[config.mk]
export PLATFORM = sky130hd
export DESIGN_NAME = tmr_ch3_io_select
export DESIGN_NICKNAME = d
export VERILOG_FILES = /design/src/tmr_ch3_io_select.v
export VERILOG_INCLUDE_DIRS = /design/src /design/src/src
export SDC_FILE = /design/constraint.sdc
export NUM_CORES = 1
export LEC_CHECK = 0
export ABC_CLOCK_PERIOD_IN_PS = 1700
export BUFFER_PORTS_ARGS = -buffer_cell sky130_fd_sc_hd__buf_4
export CAP_MARGIN = 10
export CORE_ASPECT_RATIO = 1.4
export CORE_MARGIN = 10
export CORE_UTILIZATION = 45
export CTS_BUF_LIST = sky130_fd_sc_hd__clkbuf_16
export CTS_CLUSTER_DIAMETER = 60
export DETAILED_ROUTE_END_ITERATION = 6
export PLACE_DENSITY_LB_ADDON = 0.3
export SLEW_MARGIN = 40
export SYNTH_ARGS = -nofsm -noshare
export SYNTH_HDL_FRONTEND = slang
export SYNTH_SLANG_ARGS = --single-unit
export TNS_END_PERCENT = 100
[constraint.sdc]
create_clock -name clk -period 1.7 [get_ports clk]
set_input_delay 0 -clock clk [delete_from_list [all_inputs] [get_ports clk]]
set_output_delay 0 -clock clk [all_outputs]
set_load 0.005 [all_outputs]
[src/tmr_ch3_consts.vh]
// constants for the channel 3 register b/d i/o select decoder
`ifndef TMR_CH3_CONSTS_VH
`define TMR_CH3_CONSTS_VH
// axi4-lite byte addresses
`define ADDR_IO_CTRL_HIGH 4'h0
`define ADDR_IO_CTRL_LOW  4'h4
`define ADDR_MODE         4'h8
`define ADDR_CH4_CTRL     4'hC
`define ADDR_STATUS       5'h10
// field positions
`define FLD_HI            7
`define FLD_LO            4
`define MODE_BUF_BIT      5
`define CH4_PSC_HI        2
// reset values and the undivided prescaler code
`define IO_CTRL_RESET     8'h00
`define MODE_RESET        8'h00
`define CH4_CTRL_RESET    8'h00
`define PSC_UNDIVIDED     3'h0
// axi responses
`define RESP_OKAY         2'h0
`define RESP_SLVERR       2'h2
`endif

[src/tmr_ch3_io_select.v]
// channel 3 register b/d i/o select decoder with axi4-lite registers
//
// The register addresses and the AXI4-Lite slave port are this design's own decisions.
`timescale 1ns/10ps
`include "tmr_ch3_consts.vh"

////////////////////////////////////////////////////////////////////////////////
// one pin channel: compare output and capture decode for a 4-bit field
module io_sel_unit
(
    input  wire        clk,
    input  wire        rstn,
    input  wire [3:0]  mode,
    input  wire        disable_all,
    input  wire        psc_undiv,
    input  wire        cmp_match,
    input  wire        ch4_count,
    input  wire        pin_in,
    output reg         pin_out,
    output wire        pin_oe,
    output wire        capture,
    output wire        is_capture
);
    // pin, field and output-mode history
    reg        pin_prev;
    reg  [3:0] mode_prev;
    reg        out_prev;
    wire       out_mode;
    wire       rise;
    wire       fall;
    wire       mode_new;

    // top bit picks compare or capture; disable_all (buffer mode, on the d unit only) silences both
    assign out_mode   = ~mode[3] & ~disable_all;
    assign is_capture = mode[3] & ~disable_all;

    // pin edges against the previous sample
    assign rise       = pin_in & ~pin_prev;
    assign fall       = ~pin_in & pin_prev;

    // field value changed, or compare mode just re-entered after buffer mode
    assign mode_new   = (mode != mode_prev) | (out_mode & ~out_prev);

    // output enabled only for codes with nonzero action bits
    assign pin_oe = out_mode & (mode[1:0] != 2'h0);

    // capture strobe selection
    assign capture = is_capture & (
        (mode[2] & ch4_count & ~psc_undiv) |
        (~mode[2] & ~mode[1] & ~mode[0] & rise) |
        (~mode[2] & ~mode[1] & mode[0] & fall) |
        (~mode[2] & mode[1] & (rise | fall)));

    // pin history and initial level / compare actions
    always @(posedge clk or negedge rstn)
    begin
        if (!rstn)
        begin
            pin_prev  <= 1'b0;
            mode_prev <= 4'h0;
            out_prev  <= 1'b0;
            pin_out   <= 1'b0;
        end
        else
        begin
            pin_prev  <= pin_in;
            mode_prev <= mode;
            out_prev  <= out_mode;
            // a match in the cycle of a field change loses to the initial level
            if (!out_mode)
                pin_out <= 1'b0;
            else if (mode_new)
                pin_out <= mode[2];
            else if (cmp_match)
            begin
                case (mode[1:0])
                    2'h1:    pin_out <= 1'b0;
                    2'h2:    pin_out <= 1'b1;
                    2'h3:    pin_out <= ~pin_out;
                    default: pin_out <= pin_out;
                endcase
            end
        end
    end
endmodule // io_sel_unit

////////////////////////////////////////////////////////////////////////////////
// Function
// 0000/0100 off; 0001/0101 drive low on match
// 0010/0110 init level, drive high on match
// 0011/0111 init level, toggle on match
// top bit set: reg b captures b pin
// top bit set: reg d captures d pin
// 1000 captures on rising edge
// 1001 captures on falling edge
// 101x captures on both edges
// 11xx captures on channel 4 count
// every channel 4 up/down count captures; code captures a count only when the channel 4 prescaler is not undivided
// undivided channel 4 clock: no capture
// buffer mode disables register d function
// initial level driven when field written; code drives it only on a field value change or when d leaves buffer mode
module tmr_ch3_io_select
(
    input  wire        clk,
    input  wire        rstn,
    input  wire [4:0]  s_axi_awaddr,
    input  wire        s_axi_awvalid,
    output wire        s_axi_awready,
    input  wire [31:0] s_axi_wdata,
    input  wire [3:0]  s_axi_wstrb,
    input  wire        s_axi_wvalid,
    output wire        s_axi_wready,
    output reg  [1:0]  s_axi_bresp,
    output reg         s_axi_bvalid,
    input  wire        s_axi_bready,
    input  wire [4:0]  s_axi_araddr,
    input  wire        s_axi_arvalid,
    output wire        s_axi_arready,
    output reg  [31:0] s_axi_rdata,
    output reg  [1:0]  s_axi_rresp,
    output reg         s_axi_rvalid,
    input  wire        s_axi_rready,
    input  wire        cmp_match_b,
    input  wire        cmp_match_d,
    input  wire        ch4_count,
    input  wire        ch3_pin_b_in,
    output wire        ch3_pin_b_out,
    output wire        ch3_pin_b_oe,
    input  wire        ch3_pin_d_in,
    output wire        ch3_pin_d_out,
    output wire        ch3_pin_d_oe,
    output wire        capture_b,
    output wire        capture_d
);
    // register file and write-channel holding state
    reg  [7:0]  ch3_io_ctrl_high;
    reg  [7:0]  ch3_io_ctrl_low;
    reg  [7:0]  ch3_mode_reg;
    reg  [7:0]  ch4_control;
    reg         aw_held;
    reg  [4:0]  aw_addr;
    reg         w_held;
    reg  [31:0] w_data;
    reg  [3:0]  w_strb;
    reg  [31:0] next_rdata;
    reg         next_rok;
    reg         wr_ok;
    wire        wr_fire;
    wire        buffer_mode_reg_b_d;
    wire        psc_undiv;
    wire        b_is_cap;
    wire        d_is_cap;

    // buffer mode bit and undivided channel 4 clock detect
    assign buffer_mode_reg_b_d = ch3_mode_reg[`MODE_BUF_BIT];
    assign psc_undiv = ch4_control[`CH4_PSC_HI:0] == `PSC_UNDIVIDED;

    ////////////////////////////////////////////////////////////////////////////
    // register b pin unit
    io_sel_unit u_b
    (
        .clk         (clk),
        .rstn        (rstn),
        .mode        (ch3_io_ctrl_high[`FLD_HI:`FLD_LO]),
        .disable_all (1'b0),
        .psc_undiv   (psc_undiv),
        .cmp_match   (cmp_match_b),
        .ch4_count   (ch4_count),
        .pin_in      (ch3_pin_b_in),
        .pin_out     (ch3_pin_b_out),
        .pin_oe      (ch3_pin_b_oe),
        .capture     (capture_b),
        .is_capture  (b_is_cap)
    );

    // register d pin unit, silenced in buffer mode
    io_sel_unit u_d
    (
        .clk         (clk),
        .rstn        (rstn),
        .mode        (ch3_io_ctrl_low[`FLD_HI:`FLD_LO]),
        .disable_all (buffer_mode_reg_b_d),
        .psc_undiv   (psc_undiv),
        .cmp_match   (cmp_match_d),
        .ch4_count   (ch4_count),
        .pin_in      (ch3_pin_d_in),
        .pin_out     (ch3_pin_d_out),
        .pin_oe      (ch3_pin_d_oe),
        .capture     (capture_d),
        .is_capture  (d_is_cap)
    );

    ////////////////////////////////////////////////////////////////////////////
    // axi4-lite write channel handshakes
    assign s_axi_awready = ~aw_held & ~s_axi_bvalid;
    assign s_axi_wready  = ~w_held & ~s_axi_bvalid;
    assign wr_fire       = aw_held & w_held & ~s_axi_bvalid;

    // read address accepted whenever no read data is waiting
    assign s_axi_arready = ~s_axi_rvalid;

    // address decode for writes
    always @*
    begin
        case (aw_addr)
            {1'b0, `ADDR_IO_CTRL_HIGH}: wr_ok = 1'b1;
            {1'b0, `ADDR_IO_CTRL_LOW}:  wr_ok = 1'b1;
            {1'b0, `ADDR_MODE}:         wr_ok = 1'b1;
            {1'b0, `ADDR_CH4_CTRL}:     wr_ok = 1'b1;
            default:                    wr_ok = 1'b0;
        endcase
    end

    // write path and register storage
    always @(posedge clk or negedge rstn)
    begin
        if (!rstn)
        begin
            aw_held          <= 1'b0;
            aw_addr          <= 5'h00;
            w_held           <= 1'b0;
            w_data           <= 32'h00000000;
            w_strb           <= 4'h0;
            s_axi_bvalid     <= 1'b0;
            s_axi_bresp      <= `RESP_OKAY;
            ch3_io_ctrl_high <= `IO_CTRL_RESET;
            ch3_io_ctrl_low  <= `IO_CTRL_RESET;
            ch3_mode_reg     <= `MODE_RESET;
            ch4_control      <= `CH4_CTRL_RESET;
        end
        else
        begin
            if (s_axi_awvalid && s_axi_awready)
            begin
                aw_held <= 1'b1;
                aw_addr <= s_axi_awaddr;
            end
            if (s_axi_wvalid && s_axi_wready)
            begin
                w_held <= 1'b1;
                w_data <= s_axi_wdata;
                w_strb <= s_axi_wstrb;
            end
            // both halves held: commit the write and raise the response
            if (wr_fire)
            begin
                aw_held      <= 1'b0;
                w_held       <= 1'b0;
                s_axi_bvalid <= 1'b1;
                s_axi_bresp  <= wr_ok ? `RESP_OKAY : `RESP_SLVERR;
                // only byte lane 0 carries register data
                if (w_strb[0])
                begin
                    case (aw_addr)
                        {1'b0, `ADDR_IO_CTRL_HIGH}: ch3_io_ctrl_high <= w_data[7:0];
                        {1'b0, `ADDR_IO_CTRL_LOW}:  ch3_io_ctrl_low  <= w_data[7:0];
                        {1'b0, `ADDR_MODE}:         ch3_mode_reg     <= w_data[7:0];
                        {1'b0, `ADDR_CH4_CTRL}:     ch4_control      <= w_data[7:0];
                        default:                    ch4_control      <= ch4_control;
                    endcase
                end
            end
            else if (s_axi_bvalid && s_axi_bready)
                s_axi_bvalid <= 1'b0;
        end
    end

    ////////////////////////////////////////////////////////////////////////////
    // read decode, status shows live pin and capture state
    always @*
    begin
        next_rdata = 32'h00000000;
        next_rok   = 1'b1;
        case (s_axi_araddr)
            {1'b0, `ADDR_IO_CTRL_HIGH}: next_rdata[7:0] = ch3_io_ctrl_high;
            {1'b0, `ADDR_IO_CTRL_LOW}:  next_rdata[7:0] = ch3_io_ctrl_low;
            {1'b0, `ADDR_MODE}:         next_rdata[7:0] = ch3_mode_reg;
            {1'b0, `ADDR_CH4_CTRL}:     next_rdata[7:0] = ch4_control;
            `ADDR_STATUS:               next_rdata[5:0] = {d_is_cap, b_is_cap,
                                            ch3_pin_d_oe, ch3_pin_d_out,
                                            ch3_pin_b_oe, ch3_pin_b_out};
            // unmapped read answers with an error response
            default:                    next_rok = 1'b0;
        endcase
    end

    // read response register
    always @(posedge clk or negedge rstn)
    begin
        if (!rstn)
        begin
            s_axi_rvalid <= 1'b0;
            s_axi_rdata  <= 32'h00000000;
            s_axi_rresp  <= `RESP_OKAY;
        end
        else if (s_axi_arvalid && s_axi_arready)
        begin
            s_axi_rvalid <= 1'b1;
            s_axi_rdata  <= next_rdata;
            s_axi_rresp  <= next_rok ? `RESP_OKAY : `RESP_SLVERR;
        end
        else if (s_axi_rvalid && s_axi_rready)
            s_axi_rvalid <= 1'b0;
    end
endmodule // tmr_ch3_io_select

==> Word-level counts from Yosys, hierarchy flattened <==
Index checks and enable logic that the tools add are counted.
{ "word_totals": {"inputBits": 58, "reg_bits": 76} }
{ "op_classes": {"reduce_logical": 24, "n_eq_ne": 17, "bitwise": 66, "muxes": 22} }
{ "ops": {"columns": ["cell", "n"], "rows": [
  ["$and A1 B1 Y1", 34],
  ["$pmux W6 S5", 1],
  ["$not A1 Y1", 22],
  ["$eq A5 B4 Y1 const B", 4],
  ["$mux W1", 16],
  ["$reduce_and A3 Y1", 4],
  ["$reduce_bool A2 Y1", 6],
  ["$eq A5 B3 Y1 const B", 2],
  ["$logic_not A5 Y1", 2],
  ["$or A1 B1 Y1", 10],
  ["$eq A2 B2 Y1 const B", 4],
  ["$ne A4 B4 Y1", 2],
  ["$pmux W2 S4", 1],
  ["$pmux W1 S3", 2],
  ["$eq A5 B5 Y1 const B", 1],
  ["$logic_and A1 B1 Y1", 5],
  ["$ne A5 B5 Y1 const B", 1],
  ["$reduce_bool A5 Y1", 1],
  ["$reduce_or A5 Y1", 1],
  ["$eq A2 B1 Y1 const B", 2],
  ["$mux W2", 2],
  ["$reduce_and A2 Y1", 2],
  ["$reduce_or A4 Y1", 1],
  ["$logic_not A3 Y1", 1],
  ["2 further kinds", 2]
]} }

==> Longest topological paths before layout <==
{ "depth": {"depth_word": 8, "ltp_mapped": 6} }

==> Cells and area by module <==
A second synthesis with hierarchy kept.
{ "unflattened": {"cells_unflattened": 280, "hier_area_um2": 3563.4} }
{ "by_module_without_submodules": {"columns": ["module", "area_per_inst_um2", "cells_per_inst", "instances"], "rows": [
  ["tmr_ch3_io_select", 2817.7, 218, 1],
  ["io_sel_unit", 372.9, 31, 2]
]} }

==> Worst setup path before layout <==
OpenSTA, ideal clock, no wires.
{ "synth_timing": {"path_type": "register to register", "from": "register s_axi_bvalid", "to": "register ch4_control[0]", "period_less_slack_ns": 1.641, "path_stages_with_launch": 7, "setup_time_ns": 0.125, "t_arrival_ns": 1.516, "path_slack_ns": 0.059, "path_cell_list": "dfrtp_1 -> and3b_1 -> buf_4 -> nand4_1 -> or2_1 -> buf_6 -> mux2_4"} }
{ "synth_between": {"elab_chain_len": 3} }
{ "synth_lines": {"columns": ["item", "line_no", "text"], "rows": [
  ["start: declaration", "tmr_ch3_io_select.v:114", "output reg s_axi_bvalid,"],
  ["start signal: assignment", "tmr_ch3_io_select.v:224", "s_axi_bvalid <= 1'b0;"],
  ["start signal: assignment", "tmr_ch3_io_select.v:249", "s_axi_bvalid <= 1'b1;"],
  ["start signal: assignment", "tmr_ch3_io_select.v:264", "s_axi_bvalid <= 1'b0;"],
  ["$not A1 Y1", "tmr_ch3_io_select.v:197", "assign wr_fire = aw_held & w_held & ~s_axi_bvalid;"],
  ["$and A1 B1 Y1", "tmr_ch3_io_select.v:197", null],
  ["$reduce_and A3 Y1 (no source line)", null, null],
  ["end signal: assignment", "tmr_ch3_io_select.v:229", "ch4_control <= `CH4_CTRL_RESET;"],
  ["end signal: assignment", "tmr_ch3_io_select.v:258", "{1'b0, `ADDR_CH4_CTRL}: ch4_control <= w_data[7:0];"],
  ["end signal: assignment", "tmr_ch3_io_select.v:259", "default: ch4_control <= ch4_control;"],
  ["end: declaration", "tmr_ch3_io_select.v:139", "reg [7:0] ch4_control;"]
]} }
Every way passes these cells.
A chain may end at the register's enable or synchronous reset.

==> Final worst setup path <==
{ "layout_timing": {"from": "register ch3_io_ctrl_low[4]", "to": "register u_d.pin_out"} }
{ "layout_between": {"elab_chain_len": 5, "word_cells_on_any_way": 12, "classes_between": "eq/ne: 6; mux: 4; bitwise: 1; reduce/logical: 1"} }
{ "layout_lines": {"columns": ["item", "line_no", "text"], "rows": [
  ["start: declaration", "tmr_ch3_io_select.v:137", "reg [7:0] ch3_io_ctrl_low;"],
  ["start signal: assignment", "tmr_ch3_io_select.v:227", "ch3_io_ctrl_low <= `IO_CTRL_RESET;"],
  ["start signal: assignment", "tmr_ch3_io_select.v:256", "{1'b0, `ADDR_IO_CTRL_LOW}: ch3_io_ctrl_low <= w_data[7:0];"],
  ["$eq A2 B2 Y1 / $eq A2 B1 Y1 (equally long branches)", "tmr_ch3_io_select.v:76", "case (mode[1:0])"],
  ["$pmux W1 S3", "tmr_ch3_io_select.v:76", null],
  ["$mux W1", "tmr_ch3_io_select.v:74", "else if (cmp_match)"],
  ["$mux W1", "tmr_ch3_io_select.v:72", "else if (mode_new)"],
  ["$mux W1", "tmr_ch3_io_select.v:70", "if (!out_mode)"],
  ["end signal: assignment", "tmr_ch3_io_select.v:73", "pin_out <= mode[2];"],
  ["end signal: assignment", "tmr_ch3_io_select.v:79", "2'h3: pin_out <= ~pin_out;"],
  ["end signal: assignment", "tmr_ch3_io_select.v:80", "default: pin_out <= pin_out;"],
  ["end: declaration", "tmr_ch3_io_select.v:19", "output reg pin_out,"]
]} }
Parallel ways exist; a longest one is shown, timed or not. The select of a mux whose other input is x is not followed.

==> Flow_metrics.wiki <==
{| class="wikitable"
! Metric !! Value
|-
| Run status || complete, no violations
|-
| WL per Instance || 17.2 um
|-
| FF+latch count, synth || 74
|-
| Number of library cell types mapped by synthesis || 54
|-
| Number of antenna-violating nets in the routed design || 0
|-
| Slowest stage cell, crit path || sky130_fd_sc_hd__dfrtp_1
|-
| Arrival time of data at the critical path endpoint || 1.91 ns
|-
| Cells after synthesis || 289
|-
| Startpoint of the worst register-to-register path || ch3_io_ctrl_low[4]
|-
| Clock latency on the worst-skew pair || 0.34 ns
|-
| Final number of max-transition violations || 0
|-
| Ant. Diodes || 0
|-
| Critical path endpoint category || register
|-
| DRC || 0
|-
| RSZ-0062 raised after global routing || true
|-
| Cell-by-cell trace of the critical path || inv_1, ha_1, o211a_1, o22ai_2, a41oi_2, o41ai_2
|-
| Max Cap Violations || 0
|-
| Static leakage || roughly 2.2 nW
|-
| Cell row count || 38
|-
| Library cell with the highest instance count after synthesis || sky130_fd_sc_hd__dfrtp_1
|-
| DPL Wire Length || 5860 um
|-
| Initial Utilization || between 40% and 50%
|-
| Ys Warns || 0
|-
| Maximum number of pins on one net before global-route repair || 48
|-
| Root buffer cell || sky130_fd_sc_hd__clkbuf_16
|-
| Weighted congestion reported at the end of routability-driven placement || 0.795
|-
| Required time of the critical path || 1.93 ns
|-
| Max Clk Rate || 596 MHz
|-
| Final standard cell count with taps included and fillers excluded || 488
|-
| Worst hold start || s_axi_araddr[0]
|-
| Number of top-level pins || 105
|-
| Period utilization || 98.7%
|-
| GR Overflow Total || 0
|-
| Placed Cells || 448
|-
| CTS tree || done
|-
| Vias in the first global route || ~2600
|-
| Post-synth top area cell || sky130_fd_sc_hd__dfrtp_1
|-
| Area growth syn-to-layout || 33.0%
|-
| 1st-iter DRT viols || 158
|-
| Port buffer count || 51
|-
| Clock-pin slew of the registers on the worst-case setup and hold paths || 0.06 ns
|-
| Overall die area || ~12000 um^2
|-
| Maximum count of clock buffers along a single path || 2
|-
| CTS H-Tree Depth || 3
|-
| Chip Width || 95.0 um
|-
| Hold Path Sink || s_axi_rdata[7]
|-
| Most frequent cells after synthesis || sky130_fd_sc_hd__dfrtp_1 (74), sky130_fd_sc_hd__mux2_2 (39), sky130_fd_sc_hd__buf_4 (27), sky130_fd_sc_hd__nor2_1 (18), sky130_fd_sc_hd__inv_1 (15)
|-
| Share of the yosys chip area belonging to registers || 52.2%
|-
| Delay contributed by the slowest stage of the critical path || ~0.4 ns
|-
| Vias per inst || 5.13
|-
| Antenna violations before repair || 0
|-
| Synthesized cell area || 3550 um^2
|-
| Number of iterations in the first detailed-routing pass || 4
|-
| Time the worst path needs with I/O delays and setup || 1.68 ns
|-
| Largest cells by area after synthesis || sky130_fd_sc_hd__dfrtp_1 (52%), sky130_fd_sc_hd__mux2_2 (12%), sky130_fd_sc_hd__buf_4 (5.7%)
|-
| Share of async-settable or async-resettable flops after synthesis || 100%
|-
| Post-detailed-routing wire length || roughly 8400 um
|-
| Instance count along the most critical hold path || 4
|-
| Global Route Usage Sum || 14.4%
|-
| Area inside the core boundary || 7700 um^2
|-
| Number of enable flip-flop cells after synthesis || 0
|-
| Post-layout net count || 448
|-
| CP max FO || 4
|-
| Depth of the worst register-to-register path || 6
|-
| Number of clock buffers inserted by TritonCTS || 9
|-
| Register-to-register path setup slack || between 0.02 and 0.025 ns
|-
| Setup TNS || 0 ns
|-
| Kind of critical path || register to register
|-
| Reg-to-reg endpoint || u_d.pin_out
|-
| Setup Skew || roughly 0.0080 ns
|-
| Die Y || roughly 130 um
|-
| Peak supply drop || 0.840 mV
|-
| Ratio of total power to cell area || 1470 nW/um^2
|-
| Worst min path class || input port to register
|-
| Proportion of netlist area held by the largest area contributor || 52.2%
|-
| Number of hold violations in the final report || 0
|-
| Dominant synthesized flop cell || sky130_fd_sc_hd__dfrtp_1
|-
| Setup-violating endpoint count in the final report || 0
|-
| Crit start category || register
|-
| Num Clock Sinks || 74
|-
| Post-synthesis average cell area || 12.3 um^2
|-
| Share of post-route cells with drive strength above 1 || 40.5%
|-
| Vias after detailed routing || 2502
|-
| First-pass GRT wire length || 13400 um
|}
## power breakdown
group,internal (W),switching [W],leakage (nW)
registers,0.00241,0.000580,0.945
logic,0.00121,0.000866,1.14
clock network,0.00113,0.000744,0.141
## metal layers
layer  global-route usage [%]  share of wire [%]
met1                     16.5                 39
met2                     23.8                 50
met3                     4.91                8.6
met4                     5.83                1.7
met5                        0                  0
## repair_timing
| action | in CTS | in global routing |
|---|---|---|
| resized for setup | 1 | 25 |
| pin swaps | 1 | 4 |
| endpoints found under the hold margin | 95 | 0 |
| endpoints found under the setup margin | 1 | 29 |
| hold buffers | 22 | 0 |
| setup buffers | 0 | 2 |
## cells in the final DEF (no fill, tap or decap), types with 9 or more instances in the layout
master                          netlist  layout
sky130_fd_sc_hd__dlygate4sd3_1        0      22
sky130_fd_sc_hd__buf_4               27      69
sky130_fd_sc_hd__nand2_1              9       9
sky130_fd_sc_hd__mux2_4               8      17
sky130_fd_sc_hd__nor2_1              18      18
sky130_fd_sc_hd__conb_1               1      26
sky130_fd_sc_hd__mux2_2              39      30
sky130_fd_sc_hd__inv_1               15      16
sky130_fd_sc_hd__clkbuf_16            0       9
sky130_fd_sc_hd__dfrtp_1             74      73
## logic make-up after synthesis
family	synth area share [%]
simple gates	8.68
xor+xnor	0.988
fa+ha+maj	2.47
mux	15.8
buf+inv	8.72
compound gates	11.0
other cells	0.106
flops	52.2
## worst max-delay path: cells and delay by family (launching register included)
| kind | cells | cell delay [ns] |
|---|---|---|
| compound gates | 4 | 0.77 |
| fa+ha+maj | 1 | 0.33 |
| flops | 1 | 0.41 |
| buf+inv | 1 | 0.08 |
## area by class of cell
type	count	area, um^2
inverter	15	56.3
tap	100	125
multi-input combinational	187	1570
clock buffer	9	225
timing repair buffer	96	821
fill	632	2990
sequential	74	1850
clock inverter	7	70.1
## worst max-delay path by stage
| stage | cells after the start | slack, ns | start | to |
|---|---|---|---|---|
| floorplan | 6 | 0.06 | s_axi_bvalid | ch4_control[0] |
| global placement | 6 | 0.04 | aw_addr[4] | ch3_mode_reg[3] |
| detailed placement | 6 | 0.05 | aw_addr[4] | ch3_mode_reg[4] |
| CTS | 6 | 0.01 | u_d.pin_prev | capture_d |
| global route | 6 | -0.08 | ch3_io_ctrl_low[4] | u_d.pin_out |
| finish | 6 | 0.02 | ch3_io_ctrl_low[4] | u_d.pin_out |
## through the flow
stage	setup WS, ns	instance area (um^2)	hold WS (ns)	utilization (%)	total power, W
after detailed placement	0.0467	4090	-0.0492	53.1	0.00489
after floorplan	0.0587	3640	-0.296	-	0.00407
after global routing	-0.0809	4720	0.0372	61.2	0.00738
after global placement	0.0441	4090	-0.0543	53.1	0.00480
final	0.0216	4720	0.0171	61.2	0.00695
after CTS	0.0118	4610	0.00315	59.8	0.00685
Power figures use the tool's default switching activity.
